**config.mk**
```make
export PLATFORM = sky130hd
export DESIGN_NAME = lct_top
export DESIGN_NICKNAME = d
export VERILOG_FILES = /design/src/core/lct_pkg.sv /design/src/core/lct_top.sv /design/src/core/lct_rle.sv
export VERILOG_INCLUDE_DIRS = /design/src /design/src/core
export SDC_FILE = /design/constraint.sdc
export NUM_CORES = 1
export LEC_CHECK = 0
export ABC_AREA = 1
export BUFFER_PORTS_ARGS = -buffer_cell sky130_fd_sc_hd__buf_2
export CAP_MARGIN = 25
export CORE_MARGIN = 10
export CORE_UTILIZATION = 50
export DETAILED_ROUTE_END_ITERATION = 10
export PLACE_DENSITY = 0.69
export SETUP_SLACK_MARGIN = 0.5
export SLEW_MARGIN = 20
export SYNTH_ARGS = -nofsm -noshare
export SYNTH_HDL_FRONTEND = slang
export SYNTH_SLANG_ARGS = --single-unit
```
**constraint.sdc**
```tcl
create_clock -name CLK -period 8.8 [get_ports CLK]
set_clock_uncertainty 0.15 [all_clocks]
set_input_delay 1.76 -clock CLK [delete_from_list [all_inputs] [get_ports CLK]]
set_output_delay 1.76 -clock CLK [all_outputs]
set_load 0.005 [all_outputs]
```
**src/core/lct_defs.svh**
```systemverilog
// Purpose: Named constants of the logic capture trigger block
// Assumes: Included by the package and by the design modules
// Notes:   Definitions only
`ifndef LCT_DEFS_SVH
`define LCT_DEFS_SVH

`define LCT_CHANS     16
`define LCT_CHAN_W    4
`define LCT_CNT_W     30
`define LCT_RUN_W     16
`define LCT_DIV_W     16
`define LCT_MAX_COUNT 30'h3B9A_CA00
`define LCT_RUN_MAX   16'hFFFF
`define LCT_RUN_ONE   16'h0001
`define LCT_RUN_RAW   16'h0000
`define LCT_DRAIN_CYC 2'h3
`define LCT_QTR_SH    2

`endif

```
**src/core/lct_pkg.sv**
```systemverilog
// Purpose: Types shared by the capture trigger modules
// Assumes: lct_defs.svh holds the widths
// Notes:   Only one trigger condition can be encoded at a time
`default_nettype none
`include "lct_defs.svh"

package lct_pkg;

  typedef enum logic [2:0] {LCT_TRIG_NONE, LCT_TRIG_HIGH, LCT_TRIG_LOW, LCT_TRIG_RISE, LCT_TRIG_FALL} lct_trig_t;

  // Quarters of the sample count kept ahead of the trigger
  typedef enum logic [2:0] {LCT_POS_0, LCT_POS_25, LCT_POS_50, LCT_POS_75, LCT_POS_100} lct_pos_t;

  typedef enum logic [1:0] {LCT_IDLE, LCT_ARMED, LCT_POST, LCT_DRAIN} lct_state_t;

  typedef struct packed {
    logic [`LCT_CHAN_W-1:0] chan;
    lct_trig_t              cond;
    lct_pos_t               pos;
    logic [`LCT_DIV_W-1:0]  rate_div;
    logic [`LCT_CNT_W-1:0]  count;
    logic                   use_pin_clock;
    logic                   run_length_capture_mode;
  } lct_cfg_t;

  typedef struct packed {
    logic                  post;
    logic [`LCT_RUN_W-1:0] run;
    logic [`LCT_CHANS-1:0] value;
  } lct_rec_t;

endpackage : lct_pkg

`default_nettype wire

```
**src/core/lct_top.sv**
```systemverilog
// Purpose: Trigger and capture control of a multi-channel logic sampler
// Assumes: Settings on CFG are stable before START; records go to a ring memory outside
// Notes:   Sample rate tops out at the 40 MHz system clock
`default_nettype none
`include "lct_defs.svh"

module lct_top (
  // Clock and reset
  input  wire logic                   CLK,
  input  wire logic                   RST,
  // Host command and settings
  input  wire lct_pkg::lct_cfg_t      CFG,
  input  wire logic                   START,
  input  wire logic                   CANCEL,
  // Probe pins
  input  wire logic [`LCT_CHANS-1:0]  PROBE,
  input  wire logic                   OUTSIDE_SAMPLE_CLOCK_PIN,
  // Sample memory write port
  output logic                        WR_EN,
  output logic [`LCT_CNT_W-1:0]       WR_ADDR,
  output lct_pkg::lct_rec_t           WR_DATA,
  // Status
  output logic                        BUSY,
  output logic                        TRIGGERED,
  output logic                        DONE,
  output logic                        ABORTED,
  output logic [`LCT_CNT_W-1:0]       FIRST_ADDR,
  output logic [`LCT_CNT_W-1:0]       REC_COUNT
);

  // ----------------------------------------------------------------
  // Declarations
  // ----------------------------------------------------------------
  lct_pkg::lct_state_t     state_reg;
  lct_pkg::lct_cfg_t       cfg_reg;
  logic [`LCT_CHANS-1:0]   probe_s1_reg, probe_s2_reg;
  logic                    eclk_s1_reg, eclk_s2_reg, eclk_s3_reg;
  logic [`LCT_DIV_W-1:0]   div_reg;
  logic                    prev_reg, prev_ok_reg;
  logic [`LCT_CNT_W-1:0]   need_reg, started_reg, wptr_reg, filled_reg;
  logic [1:0]              drain_reg;
  logic                    tick, strobe, sel, hit, new_run, take;
  logic                    feed, cut, flush, tag, rec_valid;
  logic [3:0]              hit_vec;
  logic [`LCT_CNT_W-1:0]   cnt_eff;
  lct_pkg::lct_rec_t       rec;

  function automatic logic [`LCT_CNT_W-1:0] post_need(input logic [`LCT_CNT_W-1:0] cnt,
                                                       input lct_pkg::lct_pos_t pos);
    logic [`LCT_CNT_W+2:0] prod;
    prod = {3'h0, cnt} * {{`LCT_CNT_W{1'b0}}, pos};
    return cnt - prod[`LCT_CNT_W+1:`LCT_QTR_SH];
  endfunction : post_need

  // ----------------------------------------------------------------
  // Pin synchronisers
  // ----------------------------------------------------------------
  always_ff @(posedge CLK) begin
    if (RST) begin
      probe_s1_reg <= '0;
      probe_s2_reg <= '0;
      eclk_s1_reg  <= 1'b0;
      eclk_s2_reg  <= 1'b0;
      eclk_s3_reg  <= 1'b0;
    end else begin
      probe_s1_reg <= PROBE;
      probe_s2_reg <= probe_s1_reg;
      eclk_s1_reg  <= OUTSIDE_SAMPLE_CLOCK_PIN;
      eclk_s2_reg  <= eclk_s1_reg;
      eclk_s3_reg  <= eclk_s2_reg;
    end
  end

  // ----------------------------------------------------------------
  // Sample strobe
  // ----------------------------------------------------------------
  // Internal divider or pin
  always_ff @(posedge CLK) begin
    if (RST || state_reg == lct_pkg::LCT_IDLE) begin
      div_reg <= '0;
    end else begin
      div_reg <= tick ? cfg_reg.rate_div : div_reg - 1'b1;
    end
  end

  always_comb begin
    tick   = (div_reg == '0);
    strobe = (state_reg == lct_pkg::LCT_ARMED || state_reg == lct_pkg::LCT_POST) && !CANCEL &&
             (cfg_reg.use_pin_clock ? (eclk_s2_reg && !eclk_s3_reg) : tick);
  end

  // ----------------------------------------------------------------
  // Trigger match
  // ----------------------------------------------------------------
  // Four conditions, one hit
  always_comb begin
    sel     = probe_s2_reg[cfg_reg.chan];
    hit_vec = '0;
    unique case (cfg_reg.cond)
      lct_pkg::LCT_TRIG_NONE: hit_vec = '0;
      lct_pkg::LCT_TRIG_HIGH: hit_vec[0] = sel;
      lct_pkg::LCT_TRIG_LOW:  hit_vec[1] = !sel;
      lct_pkg::LCT_TRIG_RISE: hit_vec[2] = prev_ok_reg && sel && !prev_reg;
      lct_pkg::LCT_TRIG_FALL: hit_vec[3] = prev_ok_reg && !sel && prev_reg;
      default:                hit_vec = '0;
    endcase
    hit = |hit_vec;
  end

  always_ff @(posedge CLK) begin
    if (RST || state_reg == lct_pkg::LCT_IDLE) begin
      prev_reg    <= 1'b0;
      prev_ok_reg <= 1'b0;
    end else if (strobe) begin
      prev_reg    <= sel;
      prev_ok_reg <= 1'b1;
    end
  end

  // ----------------------------------------------------------------
  // Feed decision
  // ----------------------------------------------------------------
  always_comb begin
    feed  = 1'b0;
    cut   = 1'b0;
    flush = 1'b0;
    tag   = (state_reg == lct_pkg::LCT_POST);
    take  = 1'b0;
    if (strobe && state_reg == lct_pkg::LCT_ARMED) begin
      // Stop on trigger when nothing follows
      if (hit && need_reg == '0) begin
        flush = 1'b1;
      end else begin
        feed = 1'b1;
        cut  = hit;
        tag  = hit;
        take = hit;
      end
    end else if (strobe) begin
      // Close once the post share is full
      if (started_reg == need_reg && new_run) begin
        flush = 1'b1;
      end else begin
        feed = 1'b1;
        take = new_run;
      end
    end
  end

  lct_runlen u_runlen (
    .clk       (CLK),
    .rst       (RST),
    .en        (feed),
    .data      (probe_s2_reg),
    .tag       (tag),
    .cut       (cut),
    .flush     (flush),
    .clr       (START && state_reg == lct_pkg::LCT_IDLE),
    .raw       (!cfg_reg.run_length_capture_mode),
    .new_run   (new_run),
    .rec_valid (rec_valid),
    .rec       (rec)
  );

  // ----------------------------------------------------------------
  // Capture sequence
  // ----------------------------------------------------------------
  // Count clamped to one and the maximum
  always_comb begin
    cnt_eff = (CFG.count == '0) ? `LCT_CNT_W'(1) :
              (CFG.count > `LCT_MAX_COUNT) ? `LCT_MAX_COUNT : CFG.count;
  end

  always_ff @(posedge CLK) begin
    if (RST) begin
      state_reg   <= lct_pkg::LCT_IDLE;
      cfg_reg     <= '0;
      need_reg    <= '0;
      started_reg <= '0;
      drain_reg   <= '0;
      BUSY        <= 1'b0;
      TRIGGERED   <= 1'b0;
      DONE        <= 1'b0;
      ABORTED     <= 1'b0;
    end else begin
      DONE    <= 1'b0;
      ABORTED <= 1'b0;
      unique case (state_reg)
        lct_pkg::LCT_IDLE: begin
          if (START) begin
            cfg_reg       <= CFG;
            cfg_reg.count <= cnt_eff;
            started_reg   <= '0;
            BUSY          <= 1'b1;
            TRIGGERED     <= (CFG.cond == lct_pkg::LCT_TRIG_NONE);
            if (CFG.cond == lct_pkg::LCT_TRIG_NONE) begin
              need_reg  <= cnt_eff;
              state_reg <= lct_pkg::LCT_POST;
            end else begin
              need_reg  <= post_need(cnt_eff, CFG.pos);
              state_reg <= lct_pkg::LCT_ARMED;
            end
          end
        end
        lct_pkg::LCT_ARMED, lct_pkg::LCT_POST: begin
          if (take) begin
            started_reg <= started_reg + 1'b1;
          end
          if (strobe && hit && state_reg == lct_pkg::LCT_ARMED) begin
            TRIGGERED <= 1'b1;
            state_reg <= flush ? lct_pkg::LCT_DRAIN : lct_pkg::LCT_POST;
          end else if (flush) begin
            state_reg <= lct_pkg::LCT_DRAIN;
          end
          drain_reg <= `LCT_DRAIN_CYC;
        end
        lct_pkg::LCT_DRAIN: begin
          // Lets the last record reach the memory port
          drain_reg <= drain_reg - 1'b1;
          if (drain_reg == '0) begin
            state_reg <= lct_pkg::LCT_IDLE;
            BUSY      <= 1'b0;
            DONE      <= 1'b1;
          end
        end
      endcase
      if (CANCEL && state_reg != lct_pkg::LCT_IDLE) begin
        state_reg <= lct_pkg::LCT_IDLE;
        BUSY      <= 1'b0;
        ABORTED   <= 1'b1;
      end
    end
  end

  // ----------------------------------------------------------------
  // Ring write port
  // ----------------------------------------------------------------
  // Ring of count entries keeps the newest pre records
  always_ff @(posedge CLK) begin
    if (RST || (START && state_reg == lct_pkg::LCT_IDLE)) begin
      WR_EN      <= 1'b0;
      WR_ADDR    <= '0;
      WR_DATA    <= '0;
      wptr_reg   <= '0;
      filled_reg <= '0;
    end else begin
      WR_EN <= rec_valid && state_reg != lct_pkg::LCT_IDLE && !CANCEL;
      if (rec_valid && state_reg != lct_pkg::LCT_IDLE && !CANCEL) begin
        WR_ADDR  <= wptr_reg;
        WR_DATA  <= rec;
        wptr_reg <= (wptr_reg == cfg_reg.count - 1'b1) ? '0 : wptr_reg + 1'b1;
        if (filled_reg != cfg_reg.count) begin
          filled_reg <= filled_reg + 1'b1;
        end
      end
    end
  end

  always_ff @(posedge CLK) begin
    if (RST) begin
      FIRST_ADDR <= '0;
      REC_COUNT  <= '0;
    end else if (state_reg == lct_pkg::LCT_DRAIN && drain_reg == '0) begin
      FIRST_ADDR <= (filled_reg == cfg_reg.count) ? wptr_reg : '0;
      REC_COUNT  <= filled_reg;
    end
  end

  // ----------------------------------------------------------------
  // Assertions
  // ----------------------------------------------------------------
  one_condition_a: assert property (@(posedge CLK) disable iff (RST) $onehot0(hit_vec))
    else $error("More than one trigger condition active");
  edge_history_a: assert property (@(posedge CLK) disable iff (RST)
    (|hit_vec[3:2]) |-> prev_ok_reg && (prev_reg != sel))
    else $error("Edge seen without a previous sample");
  position_share_a: assert property (@(posedge CLK) disable iff (RST)
    (START && !BUSY && CFG.cond != lct_pkg::LCT_TRIG_NONE) |=>
    ((cfg_reg.pos == lct_pkg::LCT_POS_100) == (need_reg == '0)) && need_reg <= cfg_reg.count)
    else $error("Post share wrong for trigger position");
  full_pre_a: assert property (@(posedge CLK) disable iff (RST)
    (strobe && hit && state_reg == lct_pkg::LCT_ARMED && need_reg == '0) |-> !feed ##1
    state_reg == lct_pkg::LCT_DRAIN ##1 !$rose(WR_DATA.post))
    else $error("All-before capture did not stop on trigger");
  post_exact_a: assert property (@(posedge CLK) disable iff (RST)
    DONE |-> started_reg == need_reg)
    else $error("Post record count differs from share");
  self_end_a: assert property (@(posedge CLK) disable iff (RST || ABORTED)
    $rose(state_reg == lct_pkg::LCT_DRAIN) |-> ##[4:5] DONE)
    else $error("Capture did not end after drain");
  count_limit_a: assert property (@(posedge CLK) disable iff (RST)
    BUSY |-> cfg_reg.count != '0 && cfg_reg.count <= `LCT_MAX_COUNT && WR_ADDR < cfg_reg.count)
    else $error("Count or address out of range");
  untrig_start_a: assert property (@(posedge CLK) disable iff (RST)
    (START && !BUSY && CFG.cond == lct_pkg::LCT_TRIG_NONE) |=> state_reg == lct_pkg::LCT_POST && TRIGGERED)
    else $error("Untriggered capture not storing at once");
  cancel_stop_a: assert property (@(posedge CLK) disable iff (RST)
    (CANCEL && BUSY) |=> !BUSY && !WR_EN && !strobe ##1 !WR_EN)
    else $error("Cancel did not stop sampling");
  start_arms_a: assert property (@(posedge CLK) disable iff (RST)
    (START && !BUSY) |=> BUSY && cfg_reg.chan == $past(CFG.chan))
    else $error("Start did not arm with settings");
  rate_source_a: assert property (@(posedge CLK) disable iff (RST)
    strobe |-> (cfg_reg.use_pin_clock ? $rose(eclk_s2_reg) : div_reg == '0))
    else $error("Strobe from wrong sample clock");
  raw_words_a: assert property (@(posedge CLK) disable iff (RST)
    (WR_EN && !cfg_reg.run_length_capture_mode) |-> WR_DATA.run == `LCT_RUN_RAW)
    else $error("Raw mode wrote a run record");
  done_report_a: assert property (@(posedge CLK) disable iff (RST)
    DONE |-> !BUSY && REC_COUNT <= cfg_reg.count ##1 !DONE)
    else $error("Completion report malformed");

  trig_hit_c:   cover property (@(posedge CLK) disable iff (RST) strobe && hit && state_reg == lct_pkg::LCT_ARMED);
  done_c:       cover property (@(posedge CLK) disable iff (RST) DONE && TRIGGERED);
  cancel_c:     cover property (@(posedge CLK) disable iff (RST) ABORTED);
  rle_record_c: cover property (@(posedge CLK) disable iff (RST) WR_EN && WR_DATA.run > `LCT_RUN_ONE);

endmodule : lct_top

`default_nettype wire

```
**src/core/lct_rle.sv**
```systemverilog
// Purpose: Turns sample strobes into raw words or run-length records
// Assumes: One sample per en pulse; clr before each capture
// Notes:   new_run tells whether the sample offered would open a record
`default_nettype none
`include "lct_defs.svh"

module lct_runlen (
  // Clock and reset
  input  wire logic                   clk,
  input  wire logic                   rst,
  // Sample side
  input  wire logic                   en,
  input  wire logic [`LCT_CHANS-1:0]  data,
  input  wire logic                   tag,
  input  wire logic                   cut,
  input  wire logic                   flush,
  input  wire logic                   clr,
  input  wire logic                   raw,
  output logic                        new_run,
  // Record side
  output logic                        rec_valid,
  output lct_pkg::lct_rec_t           rec
);

  logic              have_reg;
  lct_pkg::lct_rec_t cur_reg;

  always_comb begin
    new_run = raw || !have_reg || cut || (data != cur_reg.value) || (cur_reg.run == `LCT_RUN_MAX);
  end

  always_ff @(posedge clk) begin
    if (rst || clr) begin
      have_reg  <= 1'b0;
      cur_reg   <= '0;
      rec_valid <= 1'b0;
      rec       <= '0;
    end else begin
      rec_valid <= 1'b0;
      if (en && raw) begin
        rec_valid <= 1'b1;
        rec       <= '{post: tag, run: `LCT_RUN_RAW, value: data};
      end else if (en) begin
        if (new_run) begin
          rec_valid <= have_reg;
          rec       <= cur_reg;
          cur_reg   <= '{post: tag, run: `LCT_RUN_ONE, value: data};
          have_reg  <= 1'b1;
        end else begin
          cur_reg.run <= cur_reg.run + `LCT_RUN_ONE;
        end
      end else if (flush && have_reg) begin
        rec_valid <= 1'b1;
        rec       <= cur_reg;
        have_reg  <= 1'b0;
      end
    end
  end

endmodule : lct_runlen

`default_nettype wire

```
### Word level (Yosys, flattened, before mapping)

Index checks and enable logic that the tools add are counted.

* add/sub/neg operators: 8
* $mul: 1
* $lt $le $gt $ge: 2
* equality and inequality tests: 20
* muxes and demuxes: 59
* bitwise logic cells: 2
* reduce and logical (&&, ||, !) cells: 60

Operators by type and width (count)
* two-way mux 30 bit: 7
* two-way mux 33 bit: 4
* adder 30 x 1 -> 30 bit (second input constant): 3
* equality test 30 bit: 3
* zero test 30 bit: 2
* one-hot mux 30 bit (2 select lines): 1
* two-way mux 1 bit: 35
* multiplier 30 x 3 -> 32 bit: 1
* two-way mux 16 bit: 2
* greater-than comparator 30 bit (second input constant): 1
* inequality test 30 bit: 1
* subtractor 30 x 1 -> 30 bit (second input constant): 1
* subtractor 30 bit: 1
* logical AND 1 bit: 19
* AND reduction 3 bit: 6
* adder 16 x 1 -> 16 bit (second input constant): 1
* equality test 16 bit (second input constant): 1
* zero test 16 bit: 1
* inequality test 16 bit: 1
* subtractor 16 x 1 -> 16 bit (second input constant): 1
* two-way mux 2 bit: 5
* AND reduction 2 bit: 5
* nonzero test 2 bit: 5
* inequality test 2 bit (second input constant): 4
* 21 further kinds: 41

* flip-flop bits (word level): 428
* output and inout bits: 128
* word-level logic and storage cells: 191

### Logic depth before layout (Yosys ltp)

* depth after elaboration: 21
* gate-level depth with buffers: 41
* mapped depth without buffers: 40

### Hierarchy

A second synthesis with hierarchy kept.

* cell total of the unflattened synthesis: 3843
* area total of the unflattened synthesis: 25459.4 µm²

Modules (own cells, without submodules)
* lct_top: instances 1, cells an instance 3303, area an instance 21963.6 µm²
* lct_runlen: instances 1, cells an instance 540, area an instance 3495.9 µm²

### Least setup slack after synthesis

OpenSTA, ideal clock, no wires.

* path type: in2reg
* start: in CFG[15] (netlist name)
* end: reg need_reg[29]
* arrival time: 7007 ps
* data required time: 8540 ps
* path slack: 1533 ps
* stages: 33
* path buffers: 1
* cell sequence: nor2_1 nand3_1 nor4_1 a41oi_1 nand2_1 clkinv_1 clkbuf_1 nor2_1 nand2_1 fa_1 inv_1 ha_1 a21oi_1 o21ai_0 a21oi_1 o21ai_0 a21boi_0 o21ai_0 a21oi_1 o21ai_0 xor2_1 ha_1 inv_1 nor3_1 nand2_1 nor4_1 a21oi_1 nand3_1 nand3_1 nand3_1 nand3_1 nand2_1 inv_1

* cells in the longest elaborated chain, start to end: 6

RTL lines
* from (decl): RTL line lct_top.sv:12 `input wire lct_pkg::lct_cfg_t CFG,`
* greater-than comparator 30 bit (no source line)
* two-way mux 30 bit: RTL line lct_top.sv:171 `` (CFG.count > `LCT_MAX_COUNT) ? `LCT_MAX_COUNT : CFG.count; ``
* two-way mux 30 bit (*): RTL line lct_top.sv:170 `` cnt_eff = (CFG.count == '0) ? `LCT_CNT_W'(1) : ``
* net cnt_eff[4]: RTL line lct_top.sv:45 `` logic [`LCT_CNT_W-1:0] cnt_eff; ``
* multiplier 30 x 3 -> 32 bit: RTL line lct_top.sv:51 `` prod = {3'h0, cnt} * {{`LCT_CNT_W{1'b0}}, pos}; ``
* subtractor 30 bit (*): RTL line lct_top.sv:52 `` return cnt - prod[`LCT_CNT_W+1:`LCT_QTR_SH]; ``
* two-way mux 30 bit (*): RTL line lct_top.sv:196 `if (CFG.cond == lct_pkg::LCT_TRIG_NONE) begin`
* to (signal assigned): RTL line lct_top.sv:197 `need_reg <= cnt_eff;`
* to (signal assigned): RTL line lct_top.sv:200 `need_reg <= post_need(cnt_eff, CFG.pos);`
* to (decl): RTL line lct_top.sv:40 `` logic [`LCT_CNT_W-1:0] need_reg, started_reg, wptr_reg, filled_reg; ``

The timed path passes the listed nets; every way through them passes the cells marked *.
A chain may end at the register's enable or synchronous reset.

### Worst setup path after layout

* start: in CFG[9] (netlist name)
* end: reg need_reg[29]

Same word-level chain as after synthesis.

==> flow_summary.toml <==
[synth]
synth_top_area_frac = 0.339
syn_avg_cell_area_um2 = 6.79
syn_area_um2 = 25300
yosysWarningCount = 0
syn_inst = 3722
async_flop_share = 0
yosys.area.top_type = "dfxtp_1"
ys.flop_type = "dfxtp_1"
yosys-top-cells-area = "dfxtp_1 34%, nand2_1 14%, a21oi_1 7.0%"
synth.ff_latch_count = 428
synth_edf_count = 0
ys_types = 64
synth_nets = 3906
yosysSeqAreaShare = 0.339

[critical_path]
cp-start-kind = "input pin"
reg2regPathDepth = 14
r2r_end = "u_runlen.rec[15]$_SDFFE_PP0P_"
r2r_slack_ps = 4370
arrival_ps = 7870
cp-end-kind = "flop"
worstPathRequired_ps = 9130
critPathMaxFanout = 13
critPathMostFrequentCell = "nand2_1"
crit_type = "input pin to flop"
slowest_stage = "fa_1"
slowest_delay_ps = 540
r2r_start = "state_reg[0]$_SDFFE_PP0P_"

[route]
drcViolationCount = 0
routed_wl_um = 78500
num_vias = 24890
antenna_left = 0
routedWlPerCell_um = 17.2
dr.pass1.iters = 5
drt_iter0_drc = 2061
vias_per_cell = 5.46

[finish]
num-fill-cells = 5048
nNetsFinal = 4029
utilization = 0.568
largest_reg_flops = 55
areaGrowthSynthToFinish_pct = 12.4
layout-drive-gt1-share = 0.103
antennaDiodeCount = 0

[pwr]
p_leak_nw = 12.1
seqPwrFrac = 0.345
clockPowerShare = 0.322
internal_power_mw = 4.10
p_comb_frac = 0.333
irDropWorstVdd_uv = 295
p_total_mw = 6.53
p_switching_mw = 2.43
p_sw_frac = 0.372
p_per_area_nw_per_um2 = 230

[sta]
timing.final.crit_share = 0.857
tightestPinTransition_ps = 998
post-route-min-period_ps = 7540
slew_headroom = 0.334
hold_viol = 0
rsz0062_at_grt = "no"
max_freq_ghz = 0.133
tns_ps = 0
setup_viol = 0
slew_violations = 0

[clock_tree]
cts-root-buf = "clkbuf_16"
holdBufCountCts = 0
cts_buffer_depth = 3
cts_tree = "built"
cts.sinks = 428
cts_resized = 0
h-tree-depth = 2
cts.reportedPaths.clkPinSlew_ps = 60
post_cts_buffers = 0
cts_buffers = 47
clock_latency_ps = 620

[die]
core_um2 = 50100
num_io_pins = 207
die_h_um = 245
die_area_um2 = 60000
initial_utilization = 0.505
rows = 82
chipWidth_um = 245

[placed_design]
portBuffers = 206
gp_congestion = 0.983
dpl.hpwl_um = 57700

[flow_run]
maxCapViolations = 0

[global_routing]
grt_usage = 0.253
grt_antenna_before_repair = 1
grt_overflow = 0
grt_pass1_wl_um = 125000
grt_max_degree = 117
grt_pass1_vias = 22819

[worst_hold_path]
worstHoldEndpoint = "probe_s2_reg[0]$_SDFF_PP0_"
hold_path_depth = 2
hold_path.class = "flop to flop"
min_from = "probe_s1_reg[0]$_SDFF_PP0_"

[outcome]
status = "finished, final reports clean"
-- how the worst max path moves through the flow --
| stage | cells past startpoint | from | slack [ps] | endpoint |
|---|---|---|---|---|
| floorplan | 33 | CFG[15] | 1530 | need_reg[29]$_SDFFE_PP0P_ |
| global placement | 34 | CFG[9] | 990 | need_reg[29]$_SDFFE_PP0P_ |
| detailed placement | 34 | CFG[9] | 830 | need_reg[29]$_SDFFE_PP0P_ |
| CTS | 34 | CFG[9] | 1410 | need_reg[29]$_SDFFE_PP0P_ |
| global route | 34 | CFG[9] | 830 | need_reg[29]$_SDFFE_PP0P_ |
| finish | 34 | CFG[9] | 1260 | need_reg[29]$_SDFFE_PP0P_ |
-- synth_stat cells (2+ instances only) --
cell type	instances
nand2_1	910
dfxtp_1	428
inv_1	413
a21oi_1	355
nor2_1	319
o21ai_0	242
nand3_1	172
xor2_1	136
clkbuf_1	132
nand4_1	94
nor3_1	77
ha_1	75
xnor2_1	64
nor4_1	53
fa_1	30
buf_2	20
or2_2	20
o211ai_1	15
nor2_2	14
o22ai_1	14
a31oi_1	12
buf_1	10
a21o_1	9
a22o_1	9
a211oi_1	8
buf_4	8
inv_2	6
nand2_2	5
nand3_2	5
nand3b_1	5
nor3b_1	5
buf_6	4
clkinv_1	4
nand2_4	4
nand3_4	4
o21bai_1	4
a21boi_0	3
a221oi_1	3
and3_1	3
o21a_1	3
o31ai_1	2
-- placed cells by master (no fill, tap or decap), types with 14 or more instances in the layout --
cell type and count:
fa_1 30, dfxtp_1 428, buf_4 42, o22ai_1 14
nor2_1 318, nand4_1 94, clkbuf_16 47, a21oi_1 355
nand3_1 171, buf_2 206, xnor2_1 64, nor4_1 53
xor2_1 136, ha_1 75, o211ai_1 15, o21ai_0 242
nor3_1 76, inv_1 411, nand2_1 910, or2_2 20
-- stage by stage --
stage	hold WS (ps)	setup slack, ps	area [um2]	cells
finish	251	1260	28400	4555
global route	272	832	28400	4555
CTS	251	1410	28400	4554
detailed placement	244	828	26700	4467
global placement	240	991	26700	4467
floorplan	238	1530	25300	3722
-- per-layer routing --
metal  share of wire  vias to the layer above  GRT usage
met5         0.00017                        -          0
met4           0.024                        2     0.0734
met3           0.065                      107     0.0333
met2            0.45                      793      0.407
met1            0.46                    11610      0.348
li1                -                    12378          -
-- layout make-up --
cell class,instances,area [um2],area share
clock inverters,24,355,0.0125
repair buffers,249,1370,0.0483
multi-input cells,2695,14400,0.506
well taps,672,841,0.0296
clock buffers,63,1300,0.0456
flip-flops and latches,428,8570,0.301
inverters,424,1600,0.0563
-- critical path: cells and delay by family --
kind,cells,cell delay [ps]
buf+inv,7,940
fa+ha+maj,3,1210
simple gates,16,2350
xor+xnor,1,90
compound gates,7,1490
-- power groups by stage --
| stage | clock network, mW | registers (mW) | logic [mW] |
|---|---|---|---|
| floorplan | 0 | 2.25 | 1.63 |
| detailed placement | 0 | 2.29 | 2.15 |
| global placement | 0 | 2.29 | 2.13 |
| finish | 2.10 | 2.25 | 2.17 |
| CTS | 2.13 | 2.25 | 2.16 |
| global route | 2.21 | 2.27 | 2.45 |
-- logic make-up (layout without fill, tap and decap cells) --
logic type / Yosys count / in the layout / share of synthesized area
flip-flops: 428 / 428 / 0.339
XOR/XNOR: 200 / 200 / 0.0693
buffers and inverters: 599 / 760 / 0.0930
adder cells (fa/ha/maj): 105 / 105 / 0.0609
AND/OR/NAND/NOR: 1701 / 1701 / 0.293
AO/OA/AOI/OAI: 689 / 689 / 0.145
No activity file was read; power rests on OpenSTA's default activity.
